### src/include/pin_formatter_consts.vh
// Purpose: shared constants of the pin formatter pin interface
// Assumes: included by its bare name from the top module and meas_mux
// Notes: definitions only
`ifndef PIN_FORMATTER_CONSTS_VH
`define PIN_FORMATTER_CONSTS_VH

// channel and source counts
`define PF_NUM_CH 4
`define PF_NUM_SRC 8
`define PF_SEL_W 3

// reset values of configuration state
`define PF_SEL_RST 3'h0
`define PF_EN_RST 1'b0
`define PF_ROUTE_RST 2'h0
`define PF_DELAY_RST 8'h00
`define PF_NIB_RST 4'h0

// period cycle counters
`define PF_PER_CNT_W 16
`define PF_PER_CNT_RST 16'h0000
`define PF_PER_CNT_ONE 16'h0001
`define PF_PER_CNT_MAX 16'hffff

// burst controller states, one-hot
`define PF_ST_IDLE 2'h1
`define PF_ST_BURST 2'h2

`endif

### src/rtl/pin_formatter_io_interface.v
// Purpose: pin-level interface of a four-channel pattern timing formatter
// Assumes: every input synchronous to i_core_clk; formatter core supplies
//   per-channel drive value and drive enable requests
// Notes: open-drain legs are modelled as value plus output enable
//
// Functional notes
// Without burst valid, edges are disabled and drive/expect outputs hold static, except a drive value on channel 2 or 3 routed to the clean clock.
// Early T0 marker, sampled on the clock, starts a new T0 period.
// Early C0 marker, sampled on the clock, starts a new C0 period.
// Sampled 8-bit global delay is handed to every edge of every channel.
// Arm, start, stop outputs are differential tristate, both legs off when disabled.
// Each channel drives a true/complement drive-value pair to the driver.
// Each channel drives a true/complement drive-enable pair to the driver.
// Clean clock input can replace drive value on channels 2 and 3.
// High comparator reads 1 when the tested output is above high threshold.
// Low comparator reads 1 when the tested output is above low threshold.
// Each measurement mux selects any comparator result; select and enable are stored.
`timescale 1ns/1ps
`include "pin_formatter_consts.vh"
module pin_formatter_io_interface (
  input wire i_core_clk,
  input wire i_sys_rst,
  // sequencer side
  input wire i_burst_valid,
  input wire i_t0_period_start,
  input wire i_c0_period_start,
  input wire [7:0] i_global_delay,
  // formatter core side, one bit per channel
  input wire [3:0] i_fmt_drive_value,
  input wire [3:0] i_fmt_drive_on,
  input wire [3:0] i_fmt_expect_high,
  input wire [3:0] i_fmt_expect_low,
  // configuration
  input wire i_cfg_load,
  input wire [1:0] i_cfg_clk_route,
  input wire [2:0] i_cfg_arm_sel,
  input wire i_cfg_arm_en,
  input wire [2:0] i_cfg_start_sel,
  input wire i_cfg_start_en,
  input wire [2:0] i_cfg_stop_sel,
  input wire i_cfg_stop_en,
  // clean clock and comparator pairs
  input wire i_clean_clock_in_p,
  input wire i_clean_clock_in_n,
  input wire [3:0] i_cmp_high_p,
  input wire [3:0] i_cmp_high_n,
  input wire [3:0] i_cmp_low_p,
  input wire [3:0] i_cmp_low_n,
  // to edge generators and compare logic
  output reg o_edges_enabled,
  output reg [7:0] o_edge_delay,
  output reg [3:0] o_expect_high,
  output reg [3:0] o_expect_low,
  output reg [3:0] o_cmp_high,
  output reg [3:0] o_cmp_low,
  output reg o_t0_period_begin,
  output reg [15:0] o_t0_cycle,
  output reg o_c0_period_begin,
  output reg [15:0] o_c0_cycle,
  // drive value pairs
  output reg [3:0] o_drive_value_p,
  output reg [3:0] o_drive_value_p_oe,
  output reg [3:0] o_drive_value_n,
  output reg [3:0] o_drive_value_n_oe,
  // drive enable pairs
  output reg [3:0] o_drive_on_p,
  output reg [3:0] o_drive_on_p_oe,
  output reg [3:0] o_drive_on_n,
  output reg [3:0] o_drive_on_n_oe,
  // measurement outputs
  output wire o_meas_arm_out_p,
  output wire o_meas_arm_out_p_oe,
  output wire o_meas_arm_out_n,
  output wire o_meas_arm_out_n_oe,
  output wire o_meas_start_out_p,
  output wire o_meas_start_out_p_oe,
  output wire o_meas_start_out_n,
  output wire o_meas_start_out_n_oe,
  output wire o_meas_stop_out_p,
  output wire o_meas_stop_out_p_oe,
  output wire o_meas_stop_out_n,
  output wire o_meas_stop_out_n_oe
);

  localparam [1:0] ST_IDLE = `PF_ST_IDLE;
  localparam [1:0] ST_BURST = `PF_ST_BURST;

  reg [1:0] state_q;
  reg [1:0] state_d;
  reg [1:0] route_q;
  reg [3:0] drive_value_q;
  reg [3:0] drive_on_q;
  reg [15:0] t0_cnt_q;
  reg [15:0] c0_cnt_q;
  wire [3:0] cmp_high_lvl;
  wire [3:0] cmp_low_lvl;
  wire clean_clock_lvl;
  wire [7:0] meas_src;
  wire [3:0] drive_value_mux;
  wire burst_run;

  ////////////////////////////////////////////////////////////////////////////
  // saturating period counter step, shared by both period trackers
  function [15:0] cnt_next;
    input start;
    input [15:0] cnt;
    begin
      if (start) begin
        cnt_next = `PF_PER_CNT_RST;
      end else if (cnt == `PF_PER_CNT_MAX) begin
        cnt_next = cnt;
      end else begin
        cnt_next = cnt + `PF_PER_CNT_ONE;
      end
    end
  endfunction

  ////////////////////////////////////////////////////////////////////////////
  // comparator receivers; legs are differential, true leg high means above threshold
  genvar ch;
  generate
    for (ch = 0; ch < `PF_NUM_CH; ch = ch + 1) begin : g_cmp
      diff_rx u_cmp_high (
        .i_core_clk(i_core_clk),
        .i_sys_rst(i_sys_rst),
        .i_p(i_cmp_high_p[ch]),
        .i_n(i_cmp_high_n[ch]),
        .o_level(cmp_high_lvl[ch])
      );
      diff_rx u_cmp_low (
        .i_core_clk(i_core_clk),
        .i_sys_rst(i_sys_rst),
        .i_p(i_cmp_low_p[ch]),
        .i_n(i_cmp_low_n[ch]),
        .o_level(cmp_low_lvl[ch])
      );
      // even source = high comparator, odd source = low comparator of a channel
      assign meas_src[2*ch] = cmp_high_lvl[ch];
      assign meas_src[2*ch+1] = cmp_low_lvl[ch];
    end
  endgenerate

  // clean clock receiver; sampling it limits the routed clock to half the core rate
  diff_rx u_clean_clock (
    .i_core_clk(i_core_clk),
    .i_sys_rst(i_sys_rst),
    .i_p(i_clean_clock_in_p),
    .i_n(i_clean_clock_in_n),
    .o_level(clean_clock_lvl)
  );

  ////////////////////////////////////////////////////////////////////////////
  // burst controller
  always @* begin
    state_d = state_q;
    case (state_q)
      ST_IDLE: begin
        if (i_burst_valid) begin
          state_d = ST_BURST;
        end
      end
      ST_BURST: begin
        if (!i_burst_valid) begin
          state_d = ST_IDLE;
        end
      end
      default: begin
        state_d = ST_IDLE;
      end
    endcase
  end

  always @(posedge i_core_clk) begin
    if (i_sys_rst) begin
      state_q <= ST_IDLE;
    end else begin
      state_q <= state_d;
    end
  end

  // the qualifier is taken in the same cycle so no drive change leaks after it drops
  assign burst_run = i_burst_valid;

  ////////////////////////////////////////////////////////////////////////////
  // edge qualifier and global delay toward every edge generator
  always @(posedge i_core_clk) begin
    if (i_sys_rst) begin
      o_edges_enabled <= 1'b0;
      o_edge_delay <= `PF_DELAY_RST;
    end else begin
      o_edges_enabled <= (state_d == ST_BURST);
      o_edge_delay <= i_global_delay;
    end
  end

  ////////////////////////////////////////////////////////////////////////////
  // drive and expect state: frozen at its last value outside a burst
  always @(posedge i_core_clk) begin
    if (i_sys_rst) begin
      drive_value_q <= `PF_NIB_RST;
      drive_on_q <= `PF_NIB_RST;
      o_expect_high <= `PF_NIB_RST;
      o_expect_low <= `PF_NIB_RST;
    end else if (burst_run) begin
      drive_value_q <= i_fmt_drive_value;
      drive_on_q <= i_fmt_drive_on;
      o_expect_high <= i_fmt_expect_high;
      o_expect_low <= i_fmt_expect_low;
    end
  end

  ////////////////////////////////////////////////////////////////////////////
  // comparator results toward compare logic
  always @(posedge i_core_clk) begin
    if (i_sys_rst) begin
      o_cmp_high <= `PF_NIB_RST;
      o_cmp_low <= `PF_NIB_RST;
    end else begin
      o_cmp_high <= cmp_high_lvl;
      o_cmp_low <= cmp_low_lvl;
    end
  end

  ////////////////////////////////////////////////////////////////////////////
  // period trackers; cycle 0 is the marked cycle itself
  always @(posedge i_core_clk) begin
    if (i_sys_rst) begin
      t0_cnt_q <= `PF_PER_CNT_RST;
      c0_cnt_q <= `PF_PER_CNT_RST;
      o_t0_period_begin <= 1'b0;
      o_c0_period_begin <= 1'b0;
      o_t0_cycle <= `PF_PER_CNT_RST;
      o_c0_cycle <= `PF_PER_CNT_RST;
    end else begin
      t0_cnt_q <= cnt_next(i_t0_period_start, t0_cnt_q);
      c0_cnt_q <= cnt_next(i_c0_period_start, c0_cnt_q);
      o_t0_period_begin <= i_t0_period_start;
      o_c0_period_begin <= i_c0_period_start;
      o_t0_cycle <= cnt_next(i_t0_period_start, t0_cnt_q);
      o_c0_cycle <= cnt_next(i_c0_period_start, c0_cnt_q);
    end
  end

  ////////////////////////////////////////////////////////////////////////////
  // clock routing selection, loaded with the rest of the configuration
  always @(posedge i_core_clk) begin
    if (i_sys_rst) begin
      route_q <= `PF_ROUTE_RST;
    end else if (i_cfg_load) begin
      route_q <= i_cfg_clk_route;
    end
  end

  // channels 0 and 1 always carry formatted data; 2 and 3 may carry the clean clock
  assign drive_value_mux[1:0] = drive_value_q[1:0];
  assign drive_value_mux[2] = route_q[0] ? clean_clock_lvl : drive_value_q[2];
  assign drive_value_mux[3] = route_q[1] ? clean_clock_lvl : drive_value_q[3];

  ////////////////////////////////////////////////////////////////////////////
  // differential open-drain pairs: exactly one leg is pulled low at any time
  always @(posedge i_core_clk) begin
    if (i_sys_rst) begin
      o_drive_value_p <= `PF_NIB_RST;
      o_drive_value_n <= `PF_NIB_RST;
      o_drive_value_p_oe <= ~`PF_NIB_RST;
      o_drive_value_n_oe <= `PF_NIB_RST;
      o_drive_on_p <= `PF_NIB_RST;
      o_drive_on_n <= `PF_NIB_RST;
      o_drive_on_p_oe <= ~`PF_NIB_RST;
      o_drive_on_n_oe <= `PF_NIB_RST;
    end else begin
      o_drive_value_p <= `PF_NIB_RST;
      o_drive_value_n <= `PF_NIB_RST;
      o_drive_value_p_oe <= ~drive_value_mux;
      o_drive_value_n_oe <= drive_value_mux;
      o_drive_on_p <= `PF_NIB_RST;
      o_drive_on_n <= `PF_NIB_RST;
      o_drive_on_p_oe <= ~drive_on_q;
      o_drive_on_n_oe <= drive_on_q;
    end
  end

  ////////////////////////////////////////////////////////////////////////////
  // measurement multiplexers: arm, start, stop
  meas_mux u_arm (
    .i_core_clk(i_core_clk),
    .i_sys_rst(i_sys_rst),
    .i_load(i_cfg_load),
    .i_sel(i_cfg_arm_sel),
    .i_en(i_cfg_arm_en),
    .i_src(meas_src),
    .o_p(o_meas_arm_out_p),
    .o_p_oe(o_meas_arm_out_p_oe),
    .o_n(o_meas_arm_out_n),
    .o_n_oe(o_meas_arm_out_n_oe)
  );

  meas_mux u_start (
    .i_core_clk(i_core_clk),
    .i_sys_rst(i_sys_rst),
    .i_load(i_cfg_load),
    .i_sel(i_cfg_start_sel),
    .i_en(i_cfg_start_en),
    .i_src(meas_src),
    .o_p(o_meas_start_out_p),
    .o_p_oe(o_meas_start_out_p_oe),
    .o_n(o_meas_start_out_n),
    .o_n_oe(o_meas_start_out_n_oe)
  );

  meas_mux u_stop (
    .i_core_clk(i_core_clk),
    .i_sys_rst(i_sys_rst),
    .i_load(i_cfg_load),
    .i_sel(i_cfg_stop_sel),
    .i_en(i_cfg_stop_en),
    .i_src(meas_src),
    .o_p(o_meas_stop_out_p),
    .o_p_oe(o_meas_stop_out_p_oe),
    .o_n(o_meas_stop_out_n),
    .o_n_oe(o_meas_stop_out_n_oe)
  );

endmodule // pin_formatter_io_interface

### src/rtl/diff_rx.v
// Purpose: differential receiver for one input pair
// Assumes: both legs synchronous to the core clock
// Notes: a pair with equal legs is not a valid level and holds the last one
`timescale 1ns/1ps
module diff_rx (
  input wire i_core_clk,
  input wire i_sys_rst,
  input wire i_p,
  input wire i_n,
  output reg o_level
);

  ////////////////////////////////////////////////////////////////////////////
  // true leg wins when the legs differ; equal legs mean a glitch or idle pair
  always @(posedge i_core_clk) begin
    if (i_sys_rst) begin
      o_level <= 1'b0;
    end else if (i_p ^ i_n) begin
      o_level <= i_p;
    end
  end

endmodule // diff_rx

### src/rtl/meas_mux.v
// Purpose: one 8-to-1 measurement multiplexer with differential tristate output
// Assumes: source vector holds high/low comparator results, two per channel
// Notes: selection and enable are loaded together on i_load
`timescale 1ns/1ps
`include "pin_formatter_consts.vh"
module meas_mux (
  input wire i_core_clk,
  input wire i_sys_rst,
  input wire i_load,
  input wire [2:0] i_sel,
  input wire i_en,
  input wire [7:0] i_src,
  output reg o_p,
  output reg o_p_oe,
  output reg o_n,
  output reg o_n_oe
);

  reg [2:0] sel_q;
  reg en_q;
  wire value;

  ////////////////////////////////////////////////////////////////////////////
  // configuration state, kept until the next load
  always @(posedge i_core_clk) begin
    if (i_sys_rst) begin
      sel_q <= `PF_SEL_RST;
      en_q <= `PF_EN_RST;
    end else if (i_load) begin
      sel_q <= i_sel;
      en_q <= i_en;
    end
  end

  assign value = i_src[sel_q];

  ////////////////////////////////////////////////////////////////////////////
  // open-drain legs: the leg pulled low carries the level; disabled means both off
  always @(posedge i_core_clk) begin
    if (i_sys_rst) begin
      o_p <= 1'b0;
      o_n <= 1'b0;
      o_p_oe <= 1'b0;
      o_n_oe <= 1'b0;
    end else begin
      o_p <= 1'b0;
      o_n <= 1'b0;
      o_p_oe <= en_q & ~value;
      o_n_oe <= en_q & value;
    end
  end

endmodule // meas_mux

### config.mk
export PLATFORM = sky130hd
export DESIGN_NAME = pin_formatter_io_interface
export DESIGN_NICKNAME = d
export VERILOG_FILES = /design/src/rtl/pin_formatter_io_interface.v /design/src/rtl/diff_rx.v /design/src/rtl/meas_mux.v
export VERILOG_INCLUDE_DIRS = /design/src /design/src/include
export SDC_FILE = /design/constraint.sdc
export NUM_CORES = 1
export LEC_CHECK = 0
export BUFFER_PORTS_ARGS = -buffer_cell sky130_fd_sc_hd__buf_2
export CORE_MARGIN = 10
export CORE_UTILIZATION = 45
export CTS_CLUSTER_DIAMETER = 40
export DETAILED_ROUTE_END_ITERATION = 12
export HOLD_SLACK_MARGIN = 0.05
export PLACE_DENSITY = 0.76
export SLEW_MARGIN = 20
export SYNTH_ARGS = -nofsm -noshare
export SYNTH_HDL_FRONTEND = slang
export SYNTH_HIERARCHICAL = 1
export SYNTH_SLANG_ARGS = --single-unit
### constraint.sdc
create_clock -name i_core_clk -period 1.88 [get_ports i_core_clk]
set_input_delay 0.094 -clock i_core_clk [delete_from_list [all_inputs] [get_ports i_core_clk]]
set_output_delay 0.094 -clock i_core_clk [all_outputs]
set_load 0.005 [all_outputs]
* Word level (Yosys, flattened, before mapping) *
Cells that the tools add are included.

word-level totals
  input bits = 62
  register bits = 114
  output and inout port bits = 103
  logic and storage cells = 82

operators by class
  $add $sub $neg = 2
  $lt $le $gt $ge = 3
  muxes and demuxes = 11
  reductions and logical operators = 2
  equal/unequal tests = 5
  bitwise gates (word level) = 20

operators by type and width
  cell                                                                    number
  16-bit by 1-bit adder with 16-bit output (second input constant)        2
  16-bit equality test (second input constant)                            2
  3-bit by 4-bit < comparator with 1-bit output (second input constant)   3
  1-bit binary-select mux with 3-bit select                               3
  1-bit XOR                                                               9
  4-bit inverter                                                          2
  1-bit bitwise AND                                                       6
  1-bit 2-to-1 mux                                                        5
  2-bit equality test (second input constant)                             2
  2-bit 2-to-1 mux                                                        2
  2-bit case mux with 2 select lines                                      1
  2-bit OR reduction                                                      2
  1-bit inverter                                                          3
  2-bit by 1-bit equality test with 1-bit output (second input constant)  1

* Logic depth before layout (Yosys ltp) *
Gate-level depths: netlist of the first run.

  word-level depth = 4
  gate-level depth with buffers = 6
  depth with buffers taken out = 5

* Cells and area by module *
Netlist of the first run, hierarchy kept.

modules (own cells, without submodules)
  module                      cells an instance  sequential area each (µm²)  area an instance (µm²)  instances
  pin_formatter_io_interface  349                1741.7                      3414.5                  1
  meas_mux                    31                 120.1                       309.0                   3
  diff_rx                     5                  20.0                        55.1                    9

* Worst setup path before layout of the first run *
OpenSTA, ideal clock, no wires.

  path kind = reg-to-reg
  from = reg t0_cnt_q[0]
  to = reg t0_cnt_q[0]
  arrival = 1681 ps
  required time = 1752 ps
  slack = 71 ps
  cell stages (with the launch flop) = 7
  buffers on the path = 1
  cell sequence = dfxtp_1 -> ha_1 -> nand4_4 -> or4_1 -> buf_2 -> xnor2_1 -> nor2_1

between the ends
  cells in the longest elaborated chain, start to end = 1
  elaborated cells on any way between the ends = 2
  classes of those cells = 1 x add/sub; 1 x eq/ne

RTL lines
  element                                                                                            line                              RTL
  from (decl)                                                                                        pin_formatter_io_interface.v:93   reg [15:0] t0_cnt_q;
  from (signal assigned)                                                                             pin_formatter_io_interface.v:228  t0_cnt_q <= `PF_PER_CNT_RST;
  from (signal assigned)                                                                             pin_formatter_io_interface.v:235  t0_cnt_q <= cnt_next(i_t0_period_start, t0_cnt_q);
  16-bit by 1-bit adder with 16-bit output (no line) / 16-bit equality test (equally long branches)  -

Several ways; a longest one is shown, not always the timed one.
A chain may end at the register's enable or synchronous reset.

* Worst setup path after layout of the first run *
  from = in i_cmp_low_n[1]
  to = reg g_cmp[1].u_cmp_low.o_level

between the ends
  cells in the longest elaborated chain, start to end = 1

RTL lines
  element               line                             RTL
  from (decl)           pin_formatter_io_interface.v:48  input wire [3:0] i_cmp_low_n,
  1-bit XOR             diff_rx.v:18                     end else if (i_p ^ i_n) begin
  to (signal assigned)  diff_rx.v:19                     o_level <= i_p;
  to (decl)             diff_rx.v:10                     output reg o_level

Every way passes these cells.

==> results of run 1 <==
## metrics by stage
step | instance area [um^2] | hold WS (ns) | worst slack (ns) | power (mW) | utilization
after floorplan | 4900 | 0.166 | 0.0712 | 3.00 | -
after global placement | 5600 | 0.304 | 0.162 | 3.14 | 0.538
after detailed placement | 5600 | 0.318 | 0.116 | 3.19 | 0.538
after CTS | 6940 | 0.0912 | 0.0889 | 6.64 | 0.666
after global routing | 6970 | 0.126 | 0.00316 | 6.83 | 0.669
final | 6970 | 0.117 | 0.0816 | 6.60 | 0.669
## Yosys cell counts, types with 2 or more instances
master / instances
sky130_fd_sc_hd__dfxtp_1: 114
sky130_fd_sc_hd__nor2_1: 50
sky130_fd_sc_hd__mux2i_1: 46
sky130_fd_sc_hd__nor2b_1: 25
sky130_fd_sc_hd__buf_4: 22
sky130_fd_sc_hd__a21oi_1: 15
sky130_fd_sc_hd__inv_1: 15
sky130_fd_sc_hd__nand3_1: 14
sky130_fd_sc_hd__nand2_1: 13
sky130_fd_sc_hd__clkbuf_1: 12
sky130_fd_sc_hd__nand2b_1: 12
sky130_fd_sc_hd__a31oi_1: 9
sky130_fd_sc_hd__and2b_2: 9
sky130_fd_sc_hd__o22ai_2: 9
sky130_fd_sc_hd__or2b_1: 9
sky130_fd_sc_hd__nor4_1: 7
sky130_fd_sc_hd__or3_1: 7
sky130_fd_sc_hd__nor3_1: 6
sky130_fd_sc_hd__buf_2: 5
sky130_fd_sc_hd__nand4_1: 5
sky130_fd_sc_hd__o21ai_1: 5
sky130_fd_sc_hd__or4_1: 5
sky130_fd_sc_hd__a211oi_1: 4
sky130_fd_sc_hd__conb_1: 4
sky130_fd_sc_hd__ha_1: 4
sky130_fd_sc_hd__o21ai_0: 4
sky130_fd_sc_hd__o31ai_1: 4
sky130_fd_sc_hd__xnor2_1: 4
sky130_fd_sc_hd__a22oi_2: 3
sky130_fd_sc_hd__and4b_1: 3
sky130_fd_sc_hd__buf_6: 3
sky130_fd_sc_hd__nand3b_1: 3
sky130_fd_sc_hd__nor2b_2: 3
sky130_fd_sc_hd__nor4_2: 3
sky130_fd_sc_hd__a311oi_1: 2
sky130_fd_sc_hd__and4_1: 2
sky130_fd_sc_hd__nand4_2: 2
sky130_fd_sc_hd__nand4_4: 2
sky130_fd_sc_hd__o21a_1: 2
sky130_fd_sc_hd__o31a_1: 2
sky130_fd_sc_hd__or2_2: 2
## logic make-up after synthesis
| kind of cell | count (synthesis) |
|---|---|
| adders and majority gates | 4 |
| and+or+nand+nor | 189 |
| muxes | 46 |
| DFF | 114 |
| xor gates and xnor gates | 5 |
| buffers and inverters | 58 |
| AOI/OAI and AO/OA | 67 |
| other | 4 |
## final cells by class
type,count,area (um^2)
Fill cell,803,3450
Multi-Input combinational cell,333,2320
Sequential cell,114,2280
Timing Repair Buffer,224,1520
Clock buffer,21,459
Tap cell,136,170
Clock inverter,10,156
Inverter,15,56.3
## power breakdown
group / internal [mW] / switching, mW
sequential: 2.54 / 0.0859
combinational: 0.359 / 0.284
clock: 2.24 / 1.09
## layer usage
layer,routed length [um],global-route usage
met2,6990,0.310
met4,261,0.0706
met5,0,0
met1,5310,0.189
met3,1020,0.0566
## flip-flops by register name, summed over array words and instances (netlist names), 3 cells and up
register and flops:
o_cmp_high 4, drive_value_q 4, c0_cnt_q 16, o_drive_on_p_oe 4, o_drive_on_n_oe 4, g_cmp.u_cmp_high/o_level 4
u_arm/sel_q 3, u_stop/sel_q 3, t0_cnt_q 16, o_edge_delay 8, o_cmp_low 4, o_drive_value_n_oe 4
o_drive_value_p_oe 4, g_cmp.u_cmp_low/o_level 4, o_expect_high 4, drive_on_q 4, o_expect_low 4, u_start/sel_q 3
## worst max path at each step
stage,from,to,slack (ns),cells after the start
after floorplan,t0_cnt_q[0]$_SDFFE_PP0P_,t0_cnt_q[0]$_SDFFE_PP0P_,0.07,6
after global placement,t0_cnt_q[0]$_SDFFE_PP0P_,t0_cnt_q[0]$_SDFFE_PP0P_,0.16,5
after detailed placement,c0_cnt_q[0]$_SDFFE_PP0P_,c0_cnt_q[1]$_SDFFE_PP0P_,0.12,6
after CTS,c0_cnt_q[0]$_SDFFE_PP0P_,c0_cnt_q[1]$_SDFFE_PP0P_,0.09,6
after global routing,c0_cnt_q[3]$_SDFFE_PP0P_,c0_cnt_q[9]$_SDFFE_PP0P_,0.003,4
final,i_cmp_low_n[1],g_cmp[1].u_cmp_low/o_level$_SDFFE_PP0P_,0.08,6
## critical path, cell delays in order
cell	delay, ns
sky130_fd_sc_hd__dlygate4sd3_1	0.54
sky130_fd_sc_hd__buf_2	0.13
sky130_fd_sc_hd__or2b_1	0.21
sky130_fd_sc_hd__dlygate4sd3_1	0.58
sky130_fd_sc_hd__o22ai_2	0.15
sky130_fd_sc_hd__dlygate4sd3_1	0.55
## repair_timing
action	CTS	global route
endpoints found under the hold margin	64	0
setup endpoints to repair	0	7
resized for setup	0	5
hold buffers	72	0
==> results.cfg, run 1 <==
[die]
floorplan.io_pins = 165
core_area_mm2 = 0.0104
die_y_um = 124
die_w_um = 124
floorplan.initialDensity = 0.464
placementRows = 37
die_area_mm2 = 0.0153

[outcome]
run_status = finished clean

[final_layout]
area.growth.synth_to_final_pct = 44.0
mostFrequentLayoutCells = sky130_fd_sc_hd__buf_2 (142), sky130_fd_sc_hd__dfxtp_1 (113), sky130_fd_sc_hd__dlygate4sd3_1 (72)
layout.nets = 771
layout_commonest_cell = sky130_fd_sc_hd__buf_2
drive_above_1_share = 0.308
diodes = 0
post_layout_nonfiller_instances = 853

[synthesis]
ys_seq_area_frac = 0.472
synthDominantCellAreaShare = 0.472
post_synth.cell_area_avg_um2 = 9.93
synth.cell_area_mm2 = 0.00484
multiplexer_fraction_of_the_synthesized_cell_area = 0.0952
synthesis.yosys.warnings = 6
synthXorXnorAreaFrac = 0.00905
netlist.top_cell.by_area = sky130_fd_sc_hd__dfxtp_1
cell_types_occupying_the_most_area_after_synthesis = sky130_fd_sc_hd__dfxtp_1 (47%), sky130_fd_sc_hd__mux2i_1 (9.5%), sky130_fd_sc_hd__nor2_1 (3.9%), sky130_fd_sc_hd__buf_4 (3.4%), sky130_fd_sc_hd__nor2b_1 (3.2%)
synthSimpleGateAreaFrac = 0.238
postSynthCellCount = 487
synth_compound_area_frac = 0.105
ys_types = 58
synth-adder-area-share = 0.0103
synthArstFlopShare = 0
synth_flop_cell = sky130_fd_sc_hd__dfxtp_1
dominant_combinational_cell_family_by_area_after_synthesis = simple AND/OR/NAND/NOR gates
synth-edff-count = 0
ys_ff_latch = 114

[timing]
fraction_of_the_cycle_the_final_worst_path_needs = 0.957
maxClockFrequency_mhz = 556
timing_hold_violations_final = 0
setup-violations-final = 0
max_slew.worst_pin.slew_ns = 0.563
setup_repair_after_global_routing_missed_its_margin = no
finalClockSkew_ns = 0.00795
max_slew_margin = 0.622
drv_slew = 0
final.min_clock_period_ns = 1.80
fin_setup_tns_ns = 0

[hold_path]
hold-path-cell-count = 3
hold_end = u_start/o_p_oe$_SDFF_PP0_
worst_min_delay_path_category = input port to register
hold_path_startpoint = i_sys_rst

[clock_network]
cts_tree = yes
ctsHtreeMaxLevel = 4
clock_tree.root_cell = sky130_fd_sc_hd__clkbuf_8
clock_sink_count = 114
post-cts-setup-buffer-count = 0
clkLatencyLatePin_ns = 0.51
clk_pin_slew_ns = 0.06
cts_buffer_count = 17
clk_path_buf_depth = 2

[flow_run]
maxCapViolations = 0

[critical_path]
critical_path_peak_fanout = 2
reg2regPathDepth = 5
critical_path_data_required_time_ns = 2.34
terminus_of_the_critical_flop_to_flop_path = c0_cnt_q[14]$_SDFFE_PP0P_
crit_type = input port to register
critPathCaptureType = register
arrival_ns = 2.25
reg2reg_from = c0_cnt_q[0]$_SDFFE_PP0P_
worst_setup_path_start_kind = input port
regToRegSetupSlack_ns = 0.13

[place]
port_buffers = 142
gp_routability_congestion = 0.865
hpwlAfterDp_mm = 9.09
place_inst = 750

[route]
routed_wl_mm = 13.6
post-route-drc-count = 0
dr.first_iter.drc_count = 252
vias_per_cell = 5.01
detail-route-antenna-nets = 0
routed-via-count = 4272
firstDrtPassIters = 4
wl_per_cell_um = 15.9

[grt]
maximum_number_of_pins_on_one_net_before_global_route_repair = 41
grt_first_pass_wirelength_mm = 21.3
first_global_vias = 4331
grt_antenna_before_repair = 0
track_usage = 0.175
grt_overflow_total = 0

[power_and_ir_drop]
static_leakage_nw = 3.14
vdd.ir_drop.worst_uv = 468
pwr_density_mw_per_mm2 = 948
(Power assumes the default switching activity.)
==> run 2, diff against run 1 <==
--- a/config.mk
+++ b/config.mk
@@ -8,11 +8,13 @@
 export LEC_CHECK = 0
 export BUFFER_PORTS_ARGS = -buffer_cell sky130_fd_sc_hd__buf_2
 export CORE_MARGIN = 10
-export CORE_UTILIZATION = 45
+export CORE_UTILIZATION = 50
 export CTS_CLUSTER_DIAMETER = 40
 export DETAILED_ROUTE_END_ITERATION = 12
 export HOLD_SLACK_MARGIN = 0.05
-export PLACE_DENSITY = 0.76
+export PLACE_DENSITY = 0.8
+export SETUP_SLACK_MARGIN = 0.2
+export SKIP_CTS_REPAIR_TIMING = 1
 export SLEW_MARGIN = 20
 export SYNTH_ARGS = -nofsm -noshare
 export SYNTH_HDL_FRONTEND = slang
==> constraint.sdc (replaced) <==
create_clock -name i_core_clk -period 2.03 [get_ports i_core_clk]
set_input_delay 0.1015 -clock i_core_clk [delete_from_list [all_inputs] [get_ports i_core_clk]]
set_output_delay 0.1015 -clock i_core_clk [all_outputs]
set_load 0.005 [all_outputs]
==> run 2 against run 1 <==
Against the previous run:
- total power fell by 6.7%
- die area fell by 8.4%
- via count fell by 0.98%
- highest routed layer unchanged
- sequential share of layout area rose by 0.14 points
- non-clock buffer count fell by 4
- clock skew fell by 0.00061 ns
- critical path depth did not move
- combinational power fell by 7.2%
- cell area fell by 0.25%
- global-route usage fell by 0.52 points
==> results.cfg, run 2 (synthesis gave the netlist of run 1 again) <==
[timing]
hold_slack_ns = 0.0515
setup_repair_after_global_routing_missed_its_margin = yes
setup-violations-final = 0
max_slew.worst_pin.slew_ns = 0.575
final.min_clock_period_ns = 1.79
finalClockSkew_ns = 0.00734
fin_setup_tns_ns = 0
drv_slew = 0
max_slew_margin = 0.617
maxClockFrequency_mhz = 558
fraction_of_the_cycle_the_final_worst_path_needs = 0.883
timing_hold_violations_final = 0

[place]
port_buffers = 142
hpwlAfterDp_mm = 8.99
gp_routability_congestion = 0.856

[flow_run]
maxCapViolations = 0

[power_and_ir_drop]
share_clk_of_total_power = 0.509
total_switching_power_mw = 1.44
post-layout-total-power_mw = 6.16
vdd.ir_drop.worst_uv = 468
p_seq_frac = 0.394
combPwrFrac = 0.097
internal-power_mw = 4.72
pwr_density_mw_per_mm2 = 887
sw_frac_of_total = 0.233
static_leakage_nw = 3.11

[die]
die_area_mm2 = 0.0140
floorplan.io_pins = 165
die_w_um = 118
core_area_mm2 = 0.00933
placementRows = 35
floorplan.initialDensity = 0.519
die_y_um = 118

[final_layout]
mostFrequentLayoutCells = sky130_fd_sc_hd__buf_2 (142), sky130_fd_sc_hd__dfxtp_1 (110), sky130_fd_sc_hd__dlygate4sd3_1 (70)
area.growth.synth_to_final_pct = 43.6
drive_above_1_share = 0.315
largest_registers_in_the_final_layout = c0_cnt_q x16, t0_cnt_q x16, o_edge_delay x8
diodes = 0
layout.nets = 767
layout_commonest_cell = sky130_fd_sc_hd__buf_2

[route]
detail-route-antenna-nets = 0
post-route-drc-count = 0
dr.first_iter.drc_count = 262
routed_wl_mm = 13.5
wl_per_cell_um = 16.0
routed-via-count = 4230
vias_per_cell = 5.02
firstDrtPassIters = 5

[grt]
track_usage = 0.170
maximum_number_of_pins_on_one_net_before_global_route_repair = 41
grt_first_pass_wirelength_mm = 19.9
first_global_vias = 4013
grt_overflow_total = 0
grt_antenna_before_repair = 0

[critical_path]
critPathLaunch = i_cmp_high_n[0]
critical_path_cell_sequence = dlygate4sd3_1, buf_2, or2b_1, dlygate4sd3_1, o22ai_2, dlygate4sd3_1
critPathCaptureType = register
path_delay_family = buffers and inverters
max_stage_delay_ns = 0.58
critical_path_peak_fanout = 2
worst_setup_path_start_kind = input port
reg2reg_from = t0_cnt_q[1]$_SDFFE_PP0P_
reg2regPathDepth = 5
critical_path_data_required_time_ns = 2.46
cp_common_cell = sky130_fd_sc_hd__dlygate4sd3_1
crit_type = input port to register
terminus_of_the_critical_flop_to_flop_path = t0_cnt_q[0]$_SDFFE_PP0P_
regToRegSetupSlack_ns = 0.27
path_buf_inv = 4
crit_path_top_delay_cell = sky130_fd_sc_hd__dlygate4sd3_1
arrival_ns = 2.22

[outcome]
run_status = finished clean

[hold_path]
hold-path-cell-count = 2
worst_min_delay_path_category = input port to register
hold_path_startpoint = i_sys_rst
hold_end = o_cmp_high[1]$_SDFF_PP0_

[clock_network]
cts_tree = yes
clkLatencyLatePin_ns = 0.50
clock_tree.root_cell = sky130_fd_sc_hd__clkbuf_8
clk_pin_slew_ns = 0.06
clk_path_buf_depth = 2
ctsHtreeMaxLevel = 4
cts_buffer_count = 17
clock_sink_count = 114
run 2: cell count changes in the layout (fill, tap and decap cells not counted), sizes merged:
cell         before  now
clkbuf           21   18
buf             152  150
clkinvlp          1    4
inv              15   18
clkinv            5    3
dlygate4sd3      72   70
run 2: final cells by class:
class                   instances  area, um^2
clock buffers                  18         428
clock inverters                14         203
fillers                       638        2380
inverters                      15        56.3
multi-input cells             333        2330
flip-flops and latches        114        2290
well taps                     129         161
repair buffers                220        1480
run 2: worst max-delay path by stage:
stage / to / slack, ns / cells after the start
after floorplan: t0_cnt_q[0]$_SDFFE_PP0P_ / 0.22 / 6
after global placement: t0_cnt_q[0]$_SDFFE_PP0P_ / 0.17 / 5
after detailed placement: t0_cnt_q[0]$_SDFFE_PP0P_ / 0.13 / 5
after CTS: t0_cnt_q[0]$_SDFFE_PP0P_ / 0.11 / 5
after global routing: c0_cnt_q[1]$_SDFFE_PP0P_ / 0.13 / 6
final: g_cmp[0].u_cmp_high/o_level$_SDFFE_PP0P_ / 0.24 / 6
run 2: power groups by stage:
stage	clock network, mW	logic [mW]	registers (mW)
4_1_cts	3.18	0.480	2.43
6_report	3.13	0.597	2.43
3_5_place_dp	0	0.475	2.47
3_3_place_gp	0	0.448	2.46
2_1_floorplan	0	0.319	2.46
5_1_grt	3.29	0.652	2.44
run 2: routing by layer:
| layer | up-vias | GRT usage | wire (um) |
|---|---|---|---|
| li1 | 2091 | - | - |
| met1 | 1997 | 0.193 | 5540 |
| met2 | 132 | 0.294 | 7130 |
| met3 | 10 | 0.0552 | 676 |
| met4 | 0 | 0.0533 | 140 |
| met5 | - | 0 | 0 |
run 2: stage by stage:
step / setup slack [ns] / util / instances / instance area (um^2)
detailed placement: 0.132 / 0.597 / 740 / 5570
CTS: 0.107 / 0.665 / 772 / 6200
global route: 0.130 / 0.745 / 843 / 6950
finish: 0.237 / 0.745 / 843 / 6950
floorplan: 0.221 / - / 505 / 4900
global placement: 0.174 / 0.597 / 740 / 5570
